$ cat src/common/io_port_consts.vh
// constants for the lcd microcontroller port and divider block
`ifndef IO_PORT_CONSTS_VH
`define IO_PORT_CONSTS_VH
`define APB_ADDR_W 8
// register byte offsets
`define REG_CTRL 8'h00
`define REG_ACC 8'h04
`define REG_OP 8'h08
`define REG_STATUS 8'h0C
`define REG_SEG_LO 8'h10
`define REG_SEG_HI 8'h14
`define REG_LCD 8'h18
// operation codes written to the op register
`define OP_KEY_READ 4'h1
`define OP_EDGE_TEST 4'h2
`define OP_LEVEL_TEST 4'h3
`define OP_LOAD_LATCH 4'h4
`define OP_ACC_OUT 4'h5
`define OP_RAM_READ 4'h6
`define OP_RAM_WRITE 4'h7
`define OP_DIV_RESET 4'h8
`define OP_DIV_READ 4'h9
`define OP_BA_TEST 4'hA
`define OP_SEG_SHIFT 4'hB
// control field positions
`define CTRL_KEYSCAN_BIT 0
`define CTRL_SOUND_BIT 1
// geometry
`define SEG_BITS 34
`define DIV_STAGES 15
// timing: crystal tick period and auto-clear time
`define XTAL_HZ 32768
`define CLK_HZ 20000000
`define ACL_TIME_MS 1000
`define XTAL_TICK_CYC (`CLK_HZ / `XTAL_HZ)
`define ACL_TICKS ((`ACL_TIME_MS * `XTAL_HZ) / 1000)
`endif

$ cat src/lcd_mcu_io_ports_and_divider.v
// port, lcd drive and divider logic of a 4-bit lcd controller
// Behaviour
// - key read copies scan inputs into accumulator
// - rising edge on edge input sets flag
// - edge test reports flag then clears it
// - level input held one instruction, testable
// - idle data pins drive output latch
// - latch load copies accumulator to latch
// - ram read/write move nibble over pins
// - ram read releases data pin drivers
// - accumulator transfer drives complementary outputs
// - sound array gives tone, extra segments
// - 34 shift register bits go out
// - outputs are segments or key strobes
// - ram transfer puts address on segments
// - two three-level lcd commons, half duty
// - level pin high/low test skips
// - 15-stage divider, last stage 1 Hz
// - divider read into accumulator by nibble
// - auto clear held one second after start
`timescale 1ns/1ps
`include "io_port_consts.vh"
module lcd_mcu_io_ports_and_divider #(
   parameter XTAL_TICK_CYC = `XTAL_TICK_CYC,
   parameter ACL_TICKS = `ACL_TICKS
) (
   input wire pclk,
   input wire presetn,
   input wire psel,
   input wire penable,
   input wire pwrite,
   input wire [7:0] paddr,
   input wire [31:0] pwdata,
   output reg [31:0] prdata,
   output reg pready,
   output reg pslverr,
   input wire [3:0] scan_inputs,
   input wire edge_test_in,
   input wire level_test_in,
   input wire level_pin_in,
   input wire [3:0] bidir_data_pins_in,
   output reg [3:0] bidir_data_pins_out,
   output reg [3:0] bidir_data_pins_oe,
   output reg [3:0] acc_output_pins,
   output reg [33:0] segment_outputs,
   output reg [1:0] extra_segment_outputs,
   output reg sound_out,
   output reg [1:0] lcd_common_outputs,
   output reg [1:0] lcd_common_mid,
   output reg key_strobe_mode,
   output reg auto_clear
);
   reg [3:0] acc_reg;
   reg [3:0] data_out_latch;
   reg edge_flag_reg;
   reg level_hold_reg;
   reg skip_reg;
   reg [3:0] ctrl_reg;
   reg [33:0] seg_reg;
   reg [7:0] ram_addr_reg;
   reg [1:0] xfer_reg;
   reg [14:0] div_reg;
   reg [15:0] tick_cnt_reg;
   reg [15:0] acl_cnt_reg;
   reg acl_reg;
   reg [1:0] lcd_phase_reg;
   reg [3:0] op_pending;
   reg [3:0] op_arg;
   wire edge_lvl;
   wire edge_rise;
   wire level_sync;
   wire apb_wr;
   wire xtal_tick;
   wire div_tick;
   reg [31:0] rd_mux;
   localparam XFER_IDLE = 2'b00;
   localparam XFER_READ = 2'b01;
   localparam XFER_WRITE = 2'b10;

   // edge input is asynchronous to pclk; catch it cleanly
   sync_edge u_edge (
      .pclk(pclk),
      .presetn(presetn),
      .din(edge_test_in),
      .level(edge_lvl),
      .rise(edge_rise)
   );
   sync_edge u_level (
      .pclk(pclk),
      .presetn(presetn),
      .din(level_test_in),
      .level(level_sync),
      .rise()
   );

   assign apb_wr = psel & penable & pwrite & pready;
   assign xtal_tick = (tick_cnt_reg == XTAL_TICK_CYC - 1);
   assign div_tick = xtal_tick & ~acl_reg;

   // crystal tick derived from pclk
   always @(posedge pclk or negedge presetn) begin
      if (!presetn) begin
         tick_cnt_reg <= 16'h0000;
      end else if (xtal_tick) begin
         tick_cnt_reg <= 16'h0000;
      end else begin
         tick_cnt_reg <= tick_cnt_reg + 16'h0001;
      end
   end

   // auto clear holds the block for one second of crystal time
   always @(posedge pclk or negedge presetn) begin
      if (!presetn) begin
         acl_cnt_reg <= 16'h0000;
         acl_reg <= 1'b1;
      end else if (acl_reg && xtal_tick) begin
         if (acl_cnt_reg == ACL_TICKS - 1) begin
            acl_reg <= 1'b0;
         end else begin
            acl_cnt_reg <= acl_cnt_reg + 16'h0001;
         end
      end
   end

   // single cycle answer: pready is high in the access phase
   always @(posedge pclk or negedge presetn) begin
      if (!presetn) begin
         pready <= 1'b0;
      end else begin
         pready <= psel & ~penable;
      end
   end

   always @* begin
      rd_mux = 32'h00000000;
      case (paddr)
         `REG_CTRL: rd_mux = {28'h0000000, ctrl_reg};
         `REG_ACC: rd_mux = {28'h0000000, acc_reg};
         `REG_OP: rd_mux = {28'h0000000, op_arg};
         `REG_STATUS: rd_mux = {24'h000000, acl_reg, xfer_reg,
            edge_flag_reg, level_hold_reg, skip_reg, level_pin_in,
            edge_lvl};
         `REG_SEG_LO: rd_mux = seg_reg[31:0];
         `REG_SEG_HI: rd_mux = {30'h00000000, seg_reg[33:32]};
         `REG_LCD: rd_mux = {17'h00000, div_reg};
         default: rd_mux = 32'h00000000;
      endcase
   end

   always @(posedge pclk or negedge presetn) begin
      if (!presetn) begin
         prdata <= 32'h00000000;
         pslverr <= 1'b0;
      end else begin
         pslverr <= 1'b0;
         if (psel && !penable) begin
            prdata <= rd_mux;
            pslverr <= (paddr > `REG_LCD) || (paddr[1:0] != 2'b00);
         end
      end
   end

   // op register write launches one instruction; executed next cycle
   always @(posedge pclk or negedge presetn) begin
      if (!presetn) begin
         op_pending <= 4'h0;
         op_arg <= 4'h0;
      end else if (apb_wr && paddr == `REG_OP && !acl_reg) begin
         op_pending <= pwdata[3:0];
         op_arg <= pwdata[7:4];
      end else begin
         op_pending <= 4'h0;
      end
   end

   // main datapath
   always @(posedge pclk or negedge presetn) begin
      if (!presetn) begin
         acc_reg <= 4'h0;
         data_out_latch <= 4'h0;
         edge_flag_reg <= 1'b0;
         level_hold_reg <= 1'b0;
         skip_reg <= 1'b0;
         ctrl_reg <= 4'h0;
         seg_reg <= 34'h000000000;
         ram_addr_reg <= 8'h00;
         xfer_reg <= XFER_IDLE;
         acc_output_pins <= 4'h0;
      end else if (acl_reg) begin
         acc_reg <= 4'h0;
         edge_flag_reg <= 1'b0;
         xfer_reg <= XFER_IDLE;
      end else begin
         // level is captured every instruction slot and held
         level_hold_reg <= level_sync;
         xfer_reg <= XFER_IDLE;
         // pins were released a cycle ago, so the ram drives them now
         if (xfer_reg == XFER_READ) begin
            acc_reg <= bidir_data_pins_in;
         end
         if (apb_wr && paddr == `REG_CTRL) begin
            ctrl_reg <= pwdata[3:0];
         end
         if (apb_wr && paddr == `REG_ACC) begin
            acc_reg <= pwdata[3:0];
         end
         if (apb_wr && paddr == `REG_SEG_LO) begin
            seg_reg[31:0] <= pwdata;
         end
         if (apb_wr && paddr == `REG_SEG_HI) begin
            seg_reg[33:32] <= pwdata[1:0];
         end
         if (apb_wr && paddr == `REG_LCD) begin
            ram_addr_reg <= pwdata[7:0];
         end
         case (op_pending)
            `OP_KEY_READ: acc_reg <= scan_inputs;
            `OP_LEVEL_TEST: skip_reg <= level_hold_reg;
            `OP_LOAD_LATCH: data_out_latch <= acc_reg;
            `OP_ACC_OUT: acc_output_pins <= acc_reg;
            `OP_RAM_READ: begin
               xfer_reg <= XFER_READ;
            end
            `OP_RAM_WRITE: xfer_reg <= XFER_WRITE;
            `OP_DIV_READ: begin
               case (op_arg[1:0])
                  2'b00: acc_reg <= div_reg[3:0];
                  2'b01: acc_reg <= div_reg[7:4];
                  2'b10: acc_reg <= div_reg[11:8];
                  default: acc_reg <= {1'b0, div_reg[14:12]};
               endcase
            end
            `OP_BA_TEST: skip_reg <= level_pin_in;
            `OP_SEG_SHIFT: seg_reg <= {acc_reg, seg_reg[33:4]};
            default: ;
         endcase
         // test reports the flag and clears it; a new edge wins
         if (op_pending == `OP_EDGE_TEST) begin
            skip_reg <= edge_flag_reg;
            edge_flag_reg <= edge_rise;
         end else if (edge_rise) begin
            edge_flag_reg <= 1'b1;
         end
      end
   end

   // 15-stage divider, advanced by crystal ticks
   always @(posedge pclk or negedge presetn) begin
      if (!presetn) begin
         div_reg <= 15'h0000;
      end else if (op_pending == `OP_DIV_RESET || acl_reg) begin
         div_reg <= 15'h0000;
      end else if (div_tick) begin
         div_reg <= div_reg + 15'h0001;
      end
   end

   // lcd frame phase from divider: 4 phases per frame
   always @(posedge pclk or negedge presetn) begin
      if (!presetn) begin
         lcd_phase_reg <= 2'h0;
      end else begin
         lcd_phase_reg <= div_reg[7:6];
      end
   end

   // data pin drivers, all registered
   always @(posedge pclk or negedge presetn) begin
      if (!presetn) begin
         bidir_data_pins_out <= 4'h0;
         bidir_data_pins_oe <= 4'h0;
      end else begin
         if (op_pending == `OP_RAM_READ) begin
            bidir_data_pins_oe <= 4'h0;
            bidir_data_pins_out <= data_out_latch;
         end else if (op_pending == `OP_RAM_WRITE) begin
            bidir_data_pins_oe <= 4'hF;
            bidir_data_pins_out <= acc_reg;
         end else begin
            bidir_data_pins_oe <= 4'hF;
            bidir_data_pins_out <= data_out_latch;
         end
      end
   end

   // address on segment lines while a transfer runs
   always @(posedge pclk or negedge presetn) begin
      if (!presetn) begin
         segment_outputs <= 34'h000000000;
      end else if (op_pending == `OP_RAM_READ ||
            op_pending == `OP_RAM_WRITE) begin
         segment_outputs <= {26'h0000000, ram_addr_reg};
      end else begin
         segment_outputs <= seg_reg;
      end
   end

   // tone from divider, extra segments from accumulator output pins
   always @(posedge pclk or negedge presetn) begin
      if (!presetn) begin
         sound_out <= 1'b0;
         extra_segment_outputs <= 2'b00;
      end else if (ctrl_reg[`CTRL_SOUND_BIT]) begin
         sound_out <= div_reg[2];
         extra_segment_outputs <= acc_output_pins[1:0];
      end else begin
         sound_out <= 1'b0;
         extra_segment_outputs <= 2'b00;
      end
   end

   // half bias, half duty: mid level in alternate phases
   always @(posedge pclk or negedge presetn) begin
      if (!presetn) begin
         lcd_common_outputs <= 2'b00;
         lcd_common_mid <= 2'b00;
      end else begin
         lcd_common_mid <= lcd_phase_reg[0] ? 2'b11 : 2'b00;
         case (lcd_phase_reg)
            2'b00: lcd_common_outputs <= 2'b01;
            2'b10: lcd_common_outputs <= 2'b10;
            default: lcd_common_outputs <= 2'b00;
         endcase
      end
   end

   // scan strobe or segment use of the shift register lines
   always @(posedge pclk or negedge presetn) begin
      if (!presetn) begin
         key_strobe_mode <= 1'b0;
      end else begin
         key_strobe_mode <= ctrl_reg[`CTRL_KEYSCAN_BIT];
      end
   end

   // pin flag lags the internal auto clear by one cycle
   always @(posedge pclk or negedge presetn) begin
      if (!presetn) begin
         auto_clear <= 1'b1;
      end else begin
         auto_clear <= acl_reg;
      end
   end
endmodule

$ cat src/sync_edge.v
// two flop synchroniser with rising edge detect
`timescale 1ns/1ps
module sync_edge (
   input wire pclk,
   input wire presetn,
   input wire din,
   output reg level,
   output wire rise
);
   reg meta_reg;
   reg prev_reg;
   always @(posedge pclk or negedge presetn) begin
      if (!presetn) begin
         meta_reg <= 1'b0;
         level <= 1'b0;
         prev_reg <= 1'b0;
      end else begin
         meta_reg <= din;
         level <= meta_reg;
         prev_reg <= level;
      end
   end
   assign rise = level & ~prev_reg;
endmodule

$ cat config.mk
export PLATFORM = sky130hd
export DESIGN_NAME = lcd_mcu_io_ports_and_divider
export DESIGN_NICKNAME = d
export VERILOG_FILES = /design/src/lcd_mcu_io_ports_and_divider.v /design/src/sync_edge.v
export VERILOG_INCLUDE_DIRS = /design/src /design/src/common
export SDC_FILE = /design/constraint.sdc
export NUM_CORES = 1
export LEC_CHECK = 0
export ABC_AREA = 1
export BUFFER_PORTS_ARGS = -buffer_cell sky130_fd_sc_hd__buf_2
export CORE_AREA = 2 2 201 203
export CTS_BUF_LIST = sky130_fd_sc_hd__clkbuf_8
export DETAILED_ROUTE_END_ITERATION = 6
export DIE_AREA = 0 0 203 205
export GPL_TIMING_DRIVEN = 1
export PLACE_DENSITY_LB_ADDON = 0.25
export SLEW_MARGIN = 20
export SYNTH_ARGS = -nofsm -noshare
export SYNTH_HDL_FRONTEND = slang
export SYNTH_HIERARCHICAL = 1
export SYNTH_SLANG_ARGS = --single-unit
$ cat constraint.sdc
create_clock -name pclk -period 2 [get_ports pclk]
set_clock_uncertainty 0.15 [all_clocks]
set_input_delay 0.4 -clock pclk [delete_from_list [all_inputs] [get_ports pclk]]
set_output_delay 0.4 -clock pclk [all_outputs]
set_load 0.05 [all_outputs]
==> results of run 1 <==
[cell usage in the layout (no fill, tap or decap), drive strengths merged, types with 7 or more instances in the layout]
cell type,instances
nand3,73
a21oi,14
dlygate4sd3,33
o21ai,116
o31ai,17
xor2,16
nand2,337
inv,194
clkbuf,51
buf,208
dfrtp,205
nor3,14
nor2,107
o211ai,33
nand4,26
o22ai,7
[where the power goes]
| part | total [uW] | internal, uW | switching (uW) |
|---|---|---|---|
| logic | 384 | 137 | 247 |
| registers | 4230 | 4210 | 12.9 |
| clock network | 4400 | 2510 | 1880 |
[metal layers]
layer  GRT usage  vias to the layer above  part of all wire
li1            -                     4301                 -
met1       0.204                     4085              0.48
met2       0.219                      264              0.44
met3      0.0234                       41             0.060
met4      0.0388                        0             0.017
met5           0                        -                 0
[final cells by class]
class	instances	area, sq um	share of cell area
sequential	207	5180	0.407
multi-input combinational	767	3720	0.292
timing repair buffer	242	1680	0.132
clock buffer	50	688	0.0540
inverter	178	668	0.0524
tap	525	657	0.0515
clock inverter	21	146	0.0115
[stage by stage]
stage | power, uW | instance area [sq um] | utilization | worst slack (ns)
final | 9010 | 12700 | 0.324 | 0.101
after detailed placement | 4640 | 11500 | 0.292 | -0.227
after global placement | 4640 | 11500 | 0.292 | -0.253
after global routing | 9400 | 12700 | 0.324 | 0.000879
after CTS | 9170 | 12700 | 0.321 | 0.00400
after floorplan | 4400 | 9760 | - | 0.0845
[path summary, 6_finish.rpt]
check	start	endpoint	slack, ns	cells past startpoint
max in group asynchronous	presetn	acl_cnt_reg[13]$_DFFE_PN0P_	0.88	3
min	pwdata[1]	ram_addr_reg[1]$_DFFE_PN0P_	0.07	3
max reg2reg	pready$_DFF_PN0_	acc_reg[0]$_DFFE_PN0P_	0.14	9
max	auto_clear$_DFF_PN1_	auto_clear	0.10	1
min in group asynchronous	presetn	segment_outputs[12]$_DFF_PN0_	0.19	2
min reg2reg	u_edge/meta_reg$_DFF_PN0_	u_edge/level$_DFF_PN0_	0.19	0
[timing repair]
item | CTS | global route
pin swaps | 0 | 2
endpoints found under the setup margin | 16 | 28
hold buffers | 33 | 0
hold endpoints to repair | 164 | 0
buffers inserted | 0 | 5
cloned | 0 | 2
gates resized for setup | 1 | 6
==> impl_metrics.tcl, run 1 <==
set metrics [dict create \
    outcome "finished, final reports clean" \
    min_path_type "primary input to flop" \
    grt_pass1_vias 8451 \
    clk_latency_ns 0.56 \
    min_period_over_period 0.950 \
    clock.fmax_mhz 527 \
    synthCells 1191 \
    max_cap_violations 0 \
    io_buffers 144 \
    ant_nets 0 \
    wire_per_inst_um 15.0 \
    core-area_sq_um 39400 \
    p_leak_uw 0.00653 \
    drc 0 \
    yosys_warnings 6 \
    worst_pin_slew_ns 0.681 \
    wirelength_mm 29.8 \
    cp.arrival_ns 1.35 \
    drtIter0Drc 545 \
    cts_buffer_depth 3 \
    vias_per_cell 4.37 \
    ios 145 \
    critPathSlowestCell "dfstp_2" \
    cts_max_level 2 \
    setup_viol 0 \
    syn_to_final_growth_pct 30.6 \
    cp.required_ns 1.45 \
    drive_gt1_frac 0.214 \
    routabilityCongestion 0.842 \
    finalHoldViolations 0 \
    ir_drop_uv 310 \
    fin_crit_ns 1.90 \
    dr.pass1.iters 5 \
    path_buf_inv 1 \
    vias 8691 \
    syn-cell-area_sq_um 9760 \
    dp_hpwl_mm 21.4 \
    relSlewSlack 0.545 \
    dp_cells 1879 \
    critPathMaxFanout 1 \
    die_area_sq_um 41600 \
    fp.dieH_um 205 \
    antenna_found_initial 0 \
    instances_no_fill 1990 \
    grt_pass1_wl_mm 46.5 \
    die_w_um 203 \
    cp-end-kind "output port" \
    clock_sinks 207 \
    power_density_nw_per_um2 707 \
    nNetsFinal 1497 \
    rsz0062_at_grt "false" \
    cts_buffers 41 \
    grt_use_total 0.142 \
    cts_root_buf "clkbuf_8" \
    final.setup.tns_ns 0 \
    path_cells "buf_2" \
    grt_overflow_total 0 \
    tritoncts "built" \
    syn_avg_cell_area_sq_um 8.19 \
    hold_slack_ns 0.0677 \
    fillCellCount 4168 \
    syn-num-nets 1251 \
    crit_path_start_kind "flop" \
    path_class "flop to output port" \
    initial_utilization 0.248 \
    critical-path-max-stage-delay_ns 0.54 \
    clk_pin_slew_ns 0.06 \
    std_cell_rows 73 \
    drv_slew 0 \
    antennaDiodeCount 0 \
    cp_top_family "flip-flops" \
    grt_max_degree 46 \
]
Power figures use the tool's default switching activity.
==> run 2: changes to the inputs <==
- BUFFER_PORTS_ARGS: -buffer_cell sky130_fd_sc_hd__buf_2 -> -buffer_cell sky130_fd_sc_hd__buf_4
==> impl_metrics.tcl, run 2 (same netlist as run 1, synthesis figures left out) <==
set metrics [dict create \
    critPathSlowestCell "dfrtp_1" \
    ant_nets 0 \
    path_cells "nand2_1 -> nor2_2 -> nand2_1 -> o21ai_4 -> buf_12 -> o211ai_1 -> o21ai_1" \
    cts_root_buf "clkbuf_8" \
    grt_max_degree 62 \
    wirelength_mm 29.7 \
    tritoncts "built" \
    ir_drop_uv 359 \
    cp-end-kind "flop" \
    clk_latency_ns 0.58 \
    drv_slew 0 \
    final.setup.tns_ns 0 \
    clock_sinks 207 \
    min_path_type "primary input to flop" \
    max_cap_violations 0 \
    rr_startpoint "pready$_DFF_PN0_" \
    routabilityCongestion 0.814 \
    dr.pass1.iters 5 \
    cp.required_ns 2.33 \
    cp.arrival_ns 2.21 \
    setup_viol 0 \
    clk_pin_slew_ns 0.06 \
    drc 0 \
    hold_slack_ns 0.0418 \
    worst_pin_slew_ns 0.518 \
    cpMostUsedCell "nand2_1" \
    place_ws_ns -0.257 \
    outcome "finished, final reports clean" \
    critPathMaxFanout 34 \
    power_density_nw_per_um2 689 \
    final_util 0.332 \
    cts_max_level 2 \
    std_cell_rows 73 \
    vias 8617 \
    final_common_cell "nand2_1" \
    rsz0062_at_grt "false" \
    ios 145 \
    grt_overflow_total 0 \
    critical-path-max-stage-delay_ns 0.39 \
    wire_per_inst_um 15.0 \
    cts_buffer_depth 3 \
    die_w_um 203 \
    nNetsFinal 1491 \
    final_cell_mix "nand2_1 (333), dfrtp_1 (205), buf_4 (194)" \
    min_period_over_period 0.940 \
    antenna_found_initial 0 \
    relSlewSlack 0.654 \
    grt_pass1_wl_mm 47.0 \
    crit_path_start_kind "flop" \
    syn_to_final_growth_pct 33.9 \
    p_leak_uw 0.00654 \
    dp_hpwl_mm 21.7 \
    grt_use_total 0.144 \
    fp.dieH_um 205 \
    path_class "flop to flop" \
    clock.fmax_mhz 532 \
    finalHoldViolations 0 \
    core-area_sq_um 39400 \
    fin_crit_ns 1.88 \
    drive_gt1_frac 0.218 \
    initial_utilization 0.248 \
    cts_buffers 39 \
    worstHoldStart "pwdata[0]" \
    io_buffers 144 \
    grt_pass1_vias 8417 \
    placed_cell_area_sq_um 11800 \
    fillCellCount 4202 \
    die_area_sq_um 41600 \
    fin_area_sq_um 13100 \
    drtIter0Drc 490 \
    worst_slack_ns 0.120 \
    vias_per_cell 4.34 \
    cp-startpoint "pready$_DFF_PN0_" \
]
[run 2: what timing repair did]
item	4_1_cts	5_1_grt
setup endpoints to repair	16	19
hold buffers	33	0
gates cloned	1	0
buffers inserted	0	1
hold endpoints to repair	203	0
pin swaps	1	2
resized for setup	3	5
[run 2: final timing paths]
check	to	slack [ns]	depth (start not counted)
max	seg_reg[18]$_DFFE_PN0P_	0.12	7
min	seg_reg[0]$_DFFE_PN0P_	0.04	5
max reg2reg	seg_reg[18]$_DFFE_PN0P_	0.12	7
min reg2reg	u_edge/level$_DFF_PN0_	0.20	0
max in group asynchronous	auto_clear$_DFF_PN1_	0.83	3
min in group asynchronous	ram_addr_reg[6]$_DFFE_PN0P_	0.21	2
[run 2: routing by layer]
| metal | track usage | wire [um] |
|---|---|---|
| met2 | 0.218 | 12900 |
| met5 | 0 | 0 |
| met3 | 0.0274 | 1700 |
| met1 | 0.207 | 14600 |
| met4 | 0.0433 | 621 |
[run 2: final cells by class]
class / count / area [sq um] / area share
antenna: 1 / 2.50 / 0.000192
multi-input combinational: 767 / 3720 / 0.285
clock inverter: 18 / 121 / 0.00929
inverter: 178 / 668 / 0.0512
tap: 525 / 657 / 0.0503
sequential: 207 / 5180 / 0.397
timing repair buffer: 238 / 2000 / 0.153
clock buffer: 51 / 702 / 0.0538
[run 2: per-stage QoR]
step	instances	total power, uW
floorplan	1191	4400
global placement	1880	4680
detailed placement	1880	4680
CTS	1983	9160
global route	1984	9370
finish	1985	9000
[run 2: worst max-delay path, delay by kind of cell (launching register included)]
family                 cells  cell delay, ns
and+or+nand+nor            3            0.47
AOI/OAI and AO/OA          3            0.52
buffers and inverters      1            0.24
DFF                        1            0.39
[run 2: power breakdown]
group | switching (uW) | leakage, uW | internal [uW] | total [uW]
registers | 13.7 | 0.00278 | 4210 | 4230
logic | 252 | 0.00330 | 174 | 425
clock network | 1910 | 0.000458 | 2430 | 4340
